==> config.mk <==
export PLATFORM = sky130hd
export DESIGN_NAME = wwdt_core
export DESIGN_NICKNAME = d
export VERILOG_FILES = /design/src/core/wwdt_pkg.sv /design/src/core/wwdt_core.sv
export SDC_FILE = /design/constraint.sdc
export NUM_CORES = 1
export LEC_CHECK = 0
export BUFFER_PORTS_ARGS = -buffer_cell sky130_fd_sc_hd__buf_4
export CAP_MARGIN = 15
export CELL_PAD_IN_SITES_DETAIL_PLACEMENT = 0
export CELL_PAD_IN_SITES_GLOBAL_PLACEMENT = 2
export CORE_MARGIN = 5
export CORE_UTILIZATION = 39
export DETAILED_ROUTE_END_ITERATION = 16
export GPL_ROUTABILITY_DRIVEN = 0
export HOLD_SLACK_MARGIN = 0.15
export PLACE_DENSITY_LB_ADDON = 0.1
export SYNTH_ARGS = -nofsm -noshare
export SYNTH_HDL_FRONTEND = slang
export SYNTH_SLANG_ARGS = --single-unit
==> constraint.sdc <==
create_clock -name clk -period 4.79 [get_ports clk]
set_input_delay 0.2395 -clock clk [delete_from_list [all_inputs] [get_ports clk]]
set_output_delay 0.2395 -clock clk [all_outputs]
set_load 0.02 [all_outputs]
==> src/core/wwdt_pkg.sv <==
// constants for the windowed watchdog timer
package wwdt_pkg;

	// -----------------------------------------------------------------
	// configuration word layout
	// -----------------------------------------------------------------
	localparam int CFG_POST_LSB      = 0;
	localparam int CFG_POST_W        = 4;
	localparam int CFG_PRE_BIT       = 4;
	localparam int CFG_WIN_DIS_BIT   = 6;
	localparam int CFG_FORCE_EN_BIT  = 7;
	localparam int CFG_WIN_LSB       = 8;
	localparam int CFG_WIN_W         = 2;
	localparam int CFG_W             = 10;

	// -----------------------------------------------------------------
	// reset control register bit positions
	// -----------------------------------------------------------------
	localparam int RCR_IDLE_BIT      = 2;
	localparam int RCR_SLEEP_BIT     = 3;
	localparam int RCR_TIMEOUT_BIT   = 4;
	localparam int RCR_SOFT_EN_BIT   = 5;
	localparam int RCR_W             = 6;

	// -----------------------------------------------------------------
	// counter sizes and reset values
	// -----------------------------------------------------------------
	localparam int PRE_SHORT_BITS    = 5;
	localparam int PRE_LONG_BITS     = 7;
	localparam int POST_W            = 15;
	localparam logic [6:0]  PRE_RST  = 7'h00;
	localparam logic [14:0] POST_RST = 15'h0000;
	localparam logic [5:0]  RCR_RST  = 6'h00;

	// -----------------------------------------------------------------
	// window select codes
	// -----------------------------------------------------------------
	localparam logic [1:0] WIN_25    = 2'h3;
	localparam logic [1:0] WIN_37    = 2'h2;
	localparam logic [1:0] WIN_50    = 2'h1;
	localparam logic [1:0] WIN_75    = 2'h0;

	// -----------------------------------------------------------------
	// power state of the core
	// -----------------------------------------------------------------
	typedef enum logic [1:0] {
		WWDT_RUN   = 2'b00,
		WWDT_SLEEP = 2'b01,
		WWDT_IDLE  = 2'b10
	} wwdt_pwr_t;

endpackage

==> src/core/wwdt_core.sv <==
// windowed watchdog timer core
`timescale 1ns/1ps

module wwdt_core
(
	// clock and reset
	input  wire logic                clk,
	input  wire logic                rst,
	// low-power rc oscillator
	input  wire logic                low_power_rc_osc_clk,
	output logic                     low_power_rc_osc_en,
	// configuration word
	input  wire logic [9:0]          wdog_config_word,
	// core events, one-cycle pulses; power_save_idle is a level read only with power_save_instr
	input  wire logic                clear_wdog_instr,
	input  wire logic                power_save_instr,
	input  wire logic                power_save_idle,
	input  wire logic                wake_event,
	input  wire logic                clk_switch_done,
	// reset control register port
	input  wire logic                rcr_wr,
	input  wire logic [5:0]          rcr_wdata,
	output logic      [5:0]          reset_control_reg,
	// results
	output logic                     wdog_reset_req,
	output logic                     wdog_wake
);

	// -----------------------------------------------------------------
	// configuration decode
	// -----------------------------------------------------------------
	logic       force_en;
	logic       pre_long;
	logic       win_dis;
	logic [3:0] post_sel;
	logic [1:0] win_sel;
	logic       wdog_on;

	assign force_en = wdog_config_word[wwdt_pkg::CFG_FORCE_EN_BIT];
	assign pre_long = wdog_config_word[wwdt_pkg::CFG_PRE_BIT];
	assign win_dis  = wdog_config_word[wwdt_pkg::CFG_WIN_DIS_BIT];
	assign post_sel = wdog_config_word[wwdt_pkg::CFG_POST_LSB +: 4];
	assign win_sel  = wdog_config_word[wwdt_pkg::CFG_WIN_LSB +: 2];

	logic [5:0] rcr_q;
	assign reset_control_reg = rcr_q;
	// forced or soft enable
	assign wdog_on = force_en | rcr_q[wwdt_pkg::RCR_SOFT_EN_BIT];
	assign low_power_rc_osc_en = wdog_on;

	// -----------------------------------------------------------------
	// rc clock synchroniser and edge detect
	// -----------------------------------------------------------------
	logic s1_q;
	logic s2_q;
	logic s3_q;
	logic tick;

	always_ff @(posedge clk or posedge rst)
	begin
		if (rst)
		begin
			s1_q <= 1'b0;
			s2_q <= 1'b0;
			s3_q <= 1'b0;
		end
		else
		begin
			s1_q <= low_power_rc_osc_clk;
			s2_q <= s1_q;
			s3_q <= s2_q;
		end
	end

	assign tick = wdog_on & s2_q & ~s3_q;

	// -----------------------------------------------------------------
	// power state
	// -----------------------------------------------------------------
	wwdt_pkg::wwdt_pwr_t pwr_q;
	wwdt_pkg::wwdt_pwr_t pwr_d;
	logic                timeout;
	logic                leave_ps;

	assign leave_ps = (pwr_q != wwdt_pkg::WWDT_RUN) & (wake_event | timeout);

	always_comb
	begin
		pwr_d = pwr_q;
		unique case (pwr_q)
			wwdt_pkg::WWDT_RUN:
				if (power_save_instr)
					pwr_d = power_save_idle ? wwdt_pkg::WWDT_IDLE
						: wwdt_pkg::WWDT_SLEEP;
			wwdt_pkg::WWDT_SLEEP,
			wwdt_pkg::WWDT_IDLE:
				if (leave_ps)
					pwr_d = wwdt_pkg::WWDT_RUN;
			default:
				pwr_d = wwdt_pkg::WWDT_RUN;
		endcase
	end

	always_ff @(posedge clk or posedge rst)
	begin
		if (rst)
			pwr_q <= wwdt_pkg::WWDT_RUN;
		else
			pwr_q <= pwr_d;
	end

	// -----------------------------------------------------------------
	// clear sources
	// -----------------------------------------------------------------
	logic running;
	logic clr_ok;
	logic early_clr;
	logic clr_all;

	assign running = (pwr_q == wwdt_pkg::WWDT_RUN);
	assign clr_ok  = running & clear_wdog_instr;
	assign clr_all = clk_switch_done
		| (running & power_save_instr)
		| leave_ps
		| clr_ok
		| ~wdog_on;

	// -----------------------------------------------------------------
	// prescaler and postscaler
	// -----------------------------------------------------------------
	logic [6:0]  pre_q;
	logic [14:0] post_q;
	logic [6:0]  pre_max;
	logic [14:0] post_max;
	logic        pre_wrap;
	logic        expire;

	// divide by 128 when set, else by 32
	assign pre_max = pre_long ? 7'h7F : 7'h1F;
	assign pre_wrap = tick & (pre_q == pre_max);
	// ratio 2**sel, top code gives 1:32768
	assign post_max = 15'((16'h0001 << post_sel) - 16'h0001);
	assign timeout = pre_wrap & (post_q == post_max);
	// a clear instruction in the same cycle as the last tick wins
	assign expire = timeout & ~clr_ok;

	always_ff @(posedge clk or posedge rst)
	begin
		if (rst)
		begin
			pre_q  <= wwdt_pkg::PRE_RST;
			post_q <= wwdt_pkg::POST_RST;
		end
		else if (clr_all | timeout)
		begin
			pre_q  <= wwdt_pkg::PRE_RST;
			post_q <= wwdt_pkg::POST_RST;
		end
		else if (tick)
		begin
			pre_q <= pre_wrap ? wwdt_pkg::PRE_RST : 7'(pre_q + 7'h01);
			if (pre_wrap)
				post_q <= 15'(post_q + 15'h0001);
		end
	end

	// -----------------------------------------------------------------
	// window check
	// -----------------------------------------------------------------
	logic [16:0] win_open_at;
	logic [16:0] period;
	logic        in_window;

	assign period = {2'b00, post_max} + 17'h0_0001;
	// window is the last part of the period
	always_comb
	begin
		unique case (win_sel)
			wwdt_pkg::WIN_25: win_open_at = period - (period >> 2);
			wwdt_pkg::WIN_37: win_open_at = period - (period >> 2)
				- (period >> 3);
			wwdt_pkg::WIN_50: win_open_at = period >> 1;
			wwdt_pkg::WIN_75: win_open_at = period >> 2;
		endcase
	end

	assign in_window = ({2'b00, post_q} >= win_open_at)
		| (post_q == post_max);
	assign early_clr = clr_ok & ~win_dis & ~in_window
		& wdog_on;

	// -----------------------------------------------------------------
	// reset request and wake outputs
	// -----------------------------------------------------------------
	logic bite;
	assign bite = (running & expire) | early_clr;

	always_ff @(posedge clk or posedge rst)
	begin
		if (rst)
		begin
			wdog_reset_req <= 1'b0;
			wdog_wake      <= 1'b0;
		end
		else
		begin
			wdog_reset_req <= bite;
			wdog_wake      <= ~running & timeout;
		end
	end

	// -----------------------------------------------------------------
	// reset control register
	// -----------------------------------------------------------------
	always_ff @(posedge clk or posedge rst)
	begin
		if (rst)
			rcr_q <= wwdt_pkg::RCR_RST;
		else
		begin
			if (rcr_wr)
			begin
				rcr_q[wwdt_pkg::RCR_IDLE_BIT] <=
					rcr_wdata[wwdt_pkg::RCR_IDLE_BIT];
				rcr_q[wwdt_pkg::RCR_SLEEP_BIT] <=
					rcr_wdata[wwdt_pkg::RCR_SLEEP_BIT];
				rcr_q[wwdt_pkg::RCR_TIMEOUT_BIT] <=
					rcr_wdata[wwdt_pkg::RCR_TIMEOUT_BIT];
				rcr_q[wwdt_pkg::RCR_SOFT_EN_BIT] <=
					rcr_wdata[wwdt_pkg::RCR_SOFT_EN_BIT];
				rcr_q[1:0] <= rcr_wdata[1:0];
			end
			if (running & power_save_instr)
			begin
				if (power_save_idle)
					rcr_q[wwdt_pkg::RCR_IDLE_BIT] <= 1'b1;
				else
					rcr_q[wwdt_pkg::RCR_SLEEP_BIT] <= 1'b1;
			end
			if (expire | early_clr)
				rcr_q[wwdt_pkg::RCR_TIMEOUT_BIT] <= 1'b1;
		end
	end
endmodule

# --- After elaboration in Yosys (flattened, before gate mapping) ---
# Cells that the tools add are included.
classes:
  addsub: 6
  n_lt_le_gt_ge: 1
  n_eq_ne: 9
  shift: 1
  mux: 17
  n_bitwise: 29
  reduce_logical: 9
ops:
  columns: ["op", "n"]
  rows:
  - ["17-bit one-hot mux with 4 select lines", 1]
  - ["15-bit 2-to-1 mux", 3]
  - ["7-bit 2-to-1 mux", 4]
  - ["15-bit by 17-bit greater-or-equal comparator with 1-bit output", 1]
  - ["16-bit by 14-bit subtractor with 17-bit output", 1]
  - ["17-bit by 13-bit subtractor with 17-bit output", 1]
  - ["15-bit by 1-bit adder with 16-bit output (second input constant)", 1]
  - ["15-bit by 1-bit adder with 15-bit output (second input constant)", 1]
  - ["15-bit equality test", 1]
  - ["1-bit by 4-bit left shift with 15-bit output (first input constant)", 1]
  - ["15-bit by 1-bit subtractor with 15-bit output (second input constant)", 1]
  - ["1-bit AND", 13]
  - ["1-bit bitwise OR", 10]
  - ["2-bit 2-to-1 mux", 4]
  - ["2-bit nonzero test", 4]
  - ["7-bit by 1-bit adder with 7-bit output (second input constant)", 1]
  - ["7-bit equality test", 1]
  - ["2-bit equality test (second input constant)", 3]
  - ["1-bit NOT", 6]
  - ["5-bit 2-to-1 mux", 1]
  - ["2-bit by 1-bit equality test with 1-bit output (second input constant)", 2]
  - ["2-bit logical NOT", 2]
  - ["2-bit inequality test (second input constant)", 2]
  - ["2-bit one-hot mux with 2 select lines", 1]
  - ["other kinds (3)", 6]
totals:
  regBits: 35
  in_bits: 25

# --- Longest topological paths before layout ---
depth:
  ltp_word: 13
  depth_mapped: 37
  depth_no_buf: 35

# --- Least setup slack after synthesis ---
# Ideal clock, no wire load.
synth_path:
  path_kind: "input -> register"
  start: "input wdog_config_word[2]"
  end: "register rcr_q[4], in the netlist reset_control_reg[4]"
  arrival_time_ps: 6881
  t_required_ps: 4724
  slack_ps: -2157
  path_stages: 33
  cell_sequence: "buf_1 > or2_2 > or3_1 > ha_1 > clkbuf_1 > nor2b_1 > mux2i_1 > xnor2_1 > inv_1 > fa_1 > a211oi_1 > nor2_1 > a211oi_1 > xnor2_1 > ha_1 > a21oi_1 > nand2_1 > o221a_2 > maj3_1 > a21oi_1 > xor2_1 > o21ai_0 > a21oi_1 > ha_1 > a21o_1 > a21o_1 > a21oi_1 > o21ai_0 > a2111oi_0 > nor3_1 > nor4_1 > o31ai_1 > nand2_1"
synth_via:
  elab_chain_cells: 13
  elab_cells_between_ends: 17
synth_rtl:
  columns: ["element", "line", "source"]
  rows:
  - ["start, declared", "wwdt_core.sv:13", "input wire logic [9:0] wdog_config_word,"]
  - ["1-bit by 4-bit left shift with 15-bit output (*)", "wwdt_core.sv:142", "assign post_max = 15'((16'h0001 << post_sel) - 16'h0001);"]
  - ["15-bit by 1-bit subtractor with 15-bit output (*)", "wwdt_core.sv:142", null]
  - ["15-bit by 1-bit adder with 16-bit output", "wwdt_core.sv:174", "assign period = {2'b00, post_max} + 17'h0_0001;"]
  - ["16-bit by 14-bit subtractor with 17-bit output", "wwdt_core.sv:179, wwdt_core.sv:180", null]
  - ["17-bit by 13-bit subtractor with 17-bit output", "wwdt_core.sv:181", "- (period >> 3);"]
  - ["17-bit one-hot mux with 4 select lines", "wwdt_core.sv:178", "unique case (win_sel)"]
  - ["15-bit by 17-bit greater-or-equal comparator with 1-bit output", "wwdt_core.sv:187", "assign in_window = ({2'b00, post_q} >= win_open_at)"]
  - ["1-bit bitwise OR", "wwdt_core.sv:188", "| (post_q == post_max);"]
  - ["1-bit NOT", "wwdt_core.sv:189", "assign early_clr = clr_ok & ~win_dis & ~in_window"]
  - ["1-bit AND", "wwdt_core.sv:189", null]
  - ["1-bit AND", "wwdt_core.sv:190", "& wdog_on;"]
  - ["1-bit bitwise OR (*)", "wwdt_core.sv:240", "if (expire | early_clr)"]
  - ["1-bit 2-to-1 mux / 2-bit nonzero test (equally long branches)", null, null]
  - ["end signal, assigned", "wwdt_core.sv:218", "rcr_q <= wwdt_pkg::RCR_RST;"]
  - ["end signal, assigned by index", "wwdt_core.sv:223", "rcr_q[wwdt_pkg::RCR_IDLE_BIT] <="]
  - ["end signal, assigned by index", "wwdt_core.sv:229", "rcr_q[wwdt_pkg::RCR_SOFT_EN_BIT] <="]
  - ["end, declared", "wwdt_core.sv:45", "logic [5:0] rcr_q;"]
# Every way passes the cells marked *; elsewhere a longest branch is shown, timed or not.
# A chain may end at the register's enable or synchronous reset.

# --- Final worst setup path ---
layout_path:
  start: "input wdog_config_word[1]"
  end: "register wdog_reset_req"
layout_via:
  elab_chain_cells: 12
  elab_cells_between_ends: 16
layout_rtl:
  columns: ["element", "line", "source"]
  rows:
  - ["1-bit by 4-bit left shift with 15-bit output (*)", "wwdt_core.sv:142", null]
  - ["15-bit by 1-bit subtractor with 15-bit output (*)", "wwdt_core.sv:142", null]
  - ["15-bit by 1-bit adder with 16-bit output", "wwdt_core.sv:174", null]
  - ["16-bit by 14-bit subtractor with 17-bit output", "wwdt_core.sv:179, wwdt_core.sv:180", null]
  - ["17-bit by 13-bit subtractor with 17-bit output", "wwdt_core.sv:181", null]
  - ["17-bit one-hot mux with 4 select lines", "wwdt_core.sv:178", null]
  - ["15-bit by 17-bit greater-or-equal comparator with 1-bit output", "wwdt_core.sv:187", null]
  - ["1-bit bitwise OR", "wwdt_core.sv:188", null]
  - ["1-bit NOT", "wwdt_core.sv:189", null]
  - ["1-bit AND", "wwdt_core.sv:189", null]
  - ["1-bit AND", "wwdt_core.sv:190", null]
  - ["1-bit bitwise OR (*)", "wwdt_core.sv:196", "assign bite = (running & expire) | early_clr;"]
  - ["via bite", "wwdt_core.sv:195", "logic bite;"]
  - ["end signal, assigned", "wwdt_core.sv:207", "wdog_reset_req <= bite;"]
  - ["end, declared", "wwdt_core.sv:25", "output logic wdog_reset_req,"]
# The timed path passes the listed nets; every way through them passes the cells marked *.

==> results.cfg <==
[route]
drt_wl_total_mm = 13.5
routedWlPerCell_um = 15.5
vias = 4636
final_antenna_net_count = 0
drtIter0Drc = 292
drcViolationCount = 0
vias_per_cell = 5.31
firstDrtPassIters = 5

[setup_path]
startpoint_type = primary input
arrival_ps = 6230
critical-path-slowest-cell = fa_2
required_ps = 5000
cp_max_fo = 6
rr_worst_depth = 11
criticalPathCategory = in2reg
worst_setup_path_end_kind = flip-flop
crit_top_cell = a21oi_2
slowest_delay_ps = 420

[clock_tree]
cts_made_buffers = 5
cts_root_buf = clkbuf_16
path_clk_slew_ps = 50
htreeDepth = 2
cts_tree = yes
clock_latency_ps = 280
clockBufferDepth = 2
clock-sinks = 35

[floorplanning]
die_x_um = 118
die_h_um = 118
floorplan.initialDensity_pct = 40.0
core-area_um2 = 11500
io_pins = 34
design.die.area_um2 = 14000
rows = 39

[yosys]
synthMuxAreaShare_pct = 5.13
synth_edf_count = 0
synthAdderAreaFrac_pct = 15.8
yosysSeqAreaShare_pct = 19.1
synth_top_family_by_area = simple AND/OR/NAND/NOR gates
ys_types = 72
synthArstFlopShare_pct = 100
syn_area_per_cell_um2 = 8.01
synth_ff_type = dfrtp_1
synth-compound-area-share_pct = 19.4
netlist_area_um2 = 4580
synth-simple-area-share_pct = 21.9
synth_xor_area_share_pct = 13.3
syn_nets = 652
yosysWarnings = 0
synth_cells = 572
ys_ff_latch = 35

[sta]
grt_setup_unrepaired = yes
finalHoldViolations = 0
setup-tns-final_ps = -2450
finalCritPeriodShare_pct = 126
layout_setup_ws_ps = -1230
fmax_mhz = 166
layout_min_cycle_time_ps = 6020
max_slew.worst_pin.slew_ps = 715
setup_viol = 2
relSlewSlack_pct = 52.2
drv_slew = 0
skew_ps = 3.94
whs_ps = 179

[final_layout]
antennaDiodeCount = 0
largest_reg_flops = 15
fillers = 1056
fin_util_pct = 57.0
fin_cells = 873
area_growth_pct = 42.5
final_nets = 809
fin_area_um2 = 6530
drive_above_1_share_pct = 35.6

[grt]
use_met1_pct = 25.6
grt_pass1_vias = 4618
grt_max_degree = 43
grt_overflow = 0
grt.busiest_layer = met2
antenna_found_initial = 0
track_usage_pct = 19.3
grtUsageMet3_pct = 1.43
grt_pass1_wl_mm = 22.7
grt_util_met2_pct = 34.6

[placement]
portBuffers = 32
place_ws_ps = -2010
dp_hpwl_mm = 10.9
post_dp_cell_area_um2 = 6050
place_inst = 856

[worst_hold_path]
holdPathStages = 3
hold_path.class = in2reg

[outcome]
status = finished, violations left
violations = setup timing

[power_and_ir_drop]
finalPower_mw = 2.22
powerDensity_nw_per_um2 = 340
leakage_nw = 3.01
vdd_ir_drop_max_v = 0.000405

[flow_run]
max-cap-violations = 0
worst paths after layout:
path / start / endpoint / slack (ps)
min: rcr_wdata[2] / reset_control_reg[2]$_DFF_PP0_ / 180
max reg2reg: reset_control_reg[5]$_DFFE_PP0P_ / post_q[13]$_DFFE_PP0P_ / 1800
max in group asynchronous: rst / pre_q[6]$_DFFE_PP0P_ / 3520
min in group asynchronous: rst / reset_control_reg[5]$_DFFE_PP0P_ / 590
min reg2reg: s1_q$_DFF_PP0_ / s2_q$_DFF_PP0_ / 360
max: wdog_config_word[1] / wdog_reset_req$_DFF_PP0_ / -1230
report_power, final:
group | internal [mW] | switching, mW | total [mW]
Clock | 0.221 | 0.115 | 0.336
Sequential | 0.316 | 0.00732 | 0.323
Combinational | 0.809 | 0.753 | 1.56
Total | 1.35 | 0.875 | 2.22
metal layers:
metal | vias to the layer above | wire, um
li1 | 2354 | -
met3 | 9 | 322
met1 | 2212 | 6260
met2 | 61 | 6790
met4 | 0 | 146
met5 | - | 0
placed cells by master, fill, tap and decap left out, drive strengths merged, types with 4 or more instances in the layout:
| cell type | n |
|---|---|
| dfrtp | 35 |
| o211ai | 7 |
| xnor2 | 35 |
| a21oi | 37 |
| nor2b | 9 |
| and3 | 4 |
| nor2 | 62 |
| nand3 | 16 |
| or3 | 11 |
| inv | 40 |
| nand2 | 40 |
| mux2i | 10 |
| buf | 171 |
| a31oi | 4 |
| a211oi | 7 |
| a21o | 12 |
| xor2 | 34 |
| nand2b | 7 |
| nor4b | 4 |
| nand4 | 11 |
| nor3 | 11 |
| ha | 53 |
| mux2 | 4 |
| mux4 | 4 |
| o21ai | 34 |
| clkbuf | 8 |
worst max-delay path, delay by kind of cell:
family	cells	cell delay, ps
buf+inv	2	140
simple gates	7	1170
xor+xnor	4	660
compound gates	13	2250
fa+ha+maj	6	1770
Yosys cell counts, types with 3 or more instances:
library cell	number	area, um2
and4_1	3	26.3
and3_1	3	18.8
or3_1	11	68.8
clkbuf_1	18	67.6
nor2_1	62	233
nand4_1	11	68.8
nand2b_1	7	43.8
o31ai_1	3	22.5
mux2i_1	10	100
inv_1	38	143
nor4b_1	3	26.3
a211oi_1	6	45.0
a31oi_1	4	25.0
mux2_2	4	45.0
and2_1	3	18.8
nand3_1	16	80.1
a21o_1	12	90.1
o211ai_1	6	45.0
dfrtp_1	35	876
nand2_1	40	150
a21oi_1	37	185
nor2b_1	9	56.3
ha_1	53	663
o21ai_0	34	170
xor2_1	34	298
xnor2_1	34	298
nor3_1	11	55.1
nor3b_1	3	22.5
mux4_2	4	90.1
area by class of cell:
type | count | area (um2) | area share [%]
inverters | 40 | 150 | 2.30
flip-flops and latches | 35 | 876 | 13.4
repair buffers | 173 | 1320 | 20.3
clock buffers | 8 | 156 | 2.39
well taps | 143 | 179 | 2.74
multi-input cells | 474 | 3850 | 58.9
repair_timing:
action	in CTS	in global routing
setup endpoints to repair	2	2
setup buffers	4	3
pin swaps	16	11
gates resized for setup	25	27
hold buffers	2	0
hold endpoints to repair	16	0
cells by family (layout without fill, tap and decap cells):
group                      count (synthesis)  after routing
and+or+nand+nor                          195            195
xor gates and xnor gates                  69             69
adders and majority gates                 57             57
AOI/OAI and AO/OA                        135            135
buffers and inverters                     63            221
muxes                                     18             18
DFF                                       35             35
No activity file was read; power rests on OpenSTA's default activity.
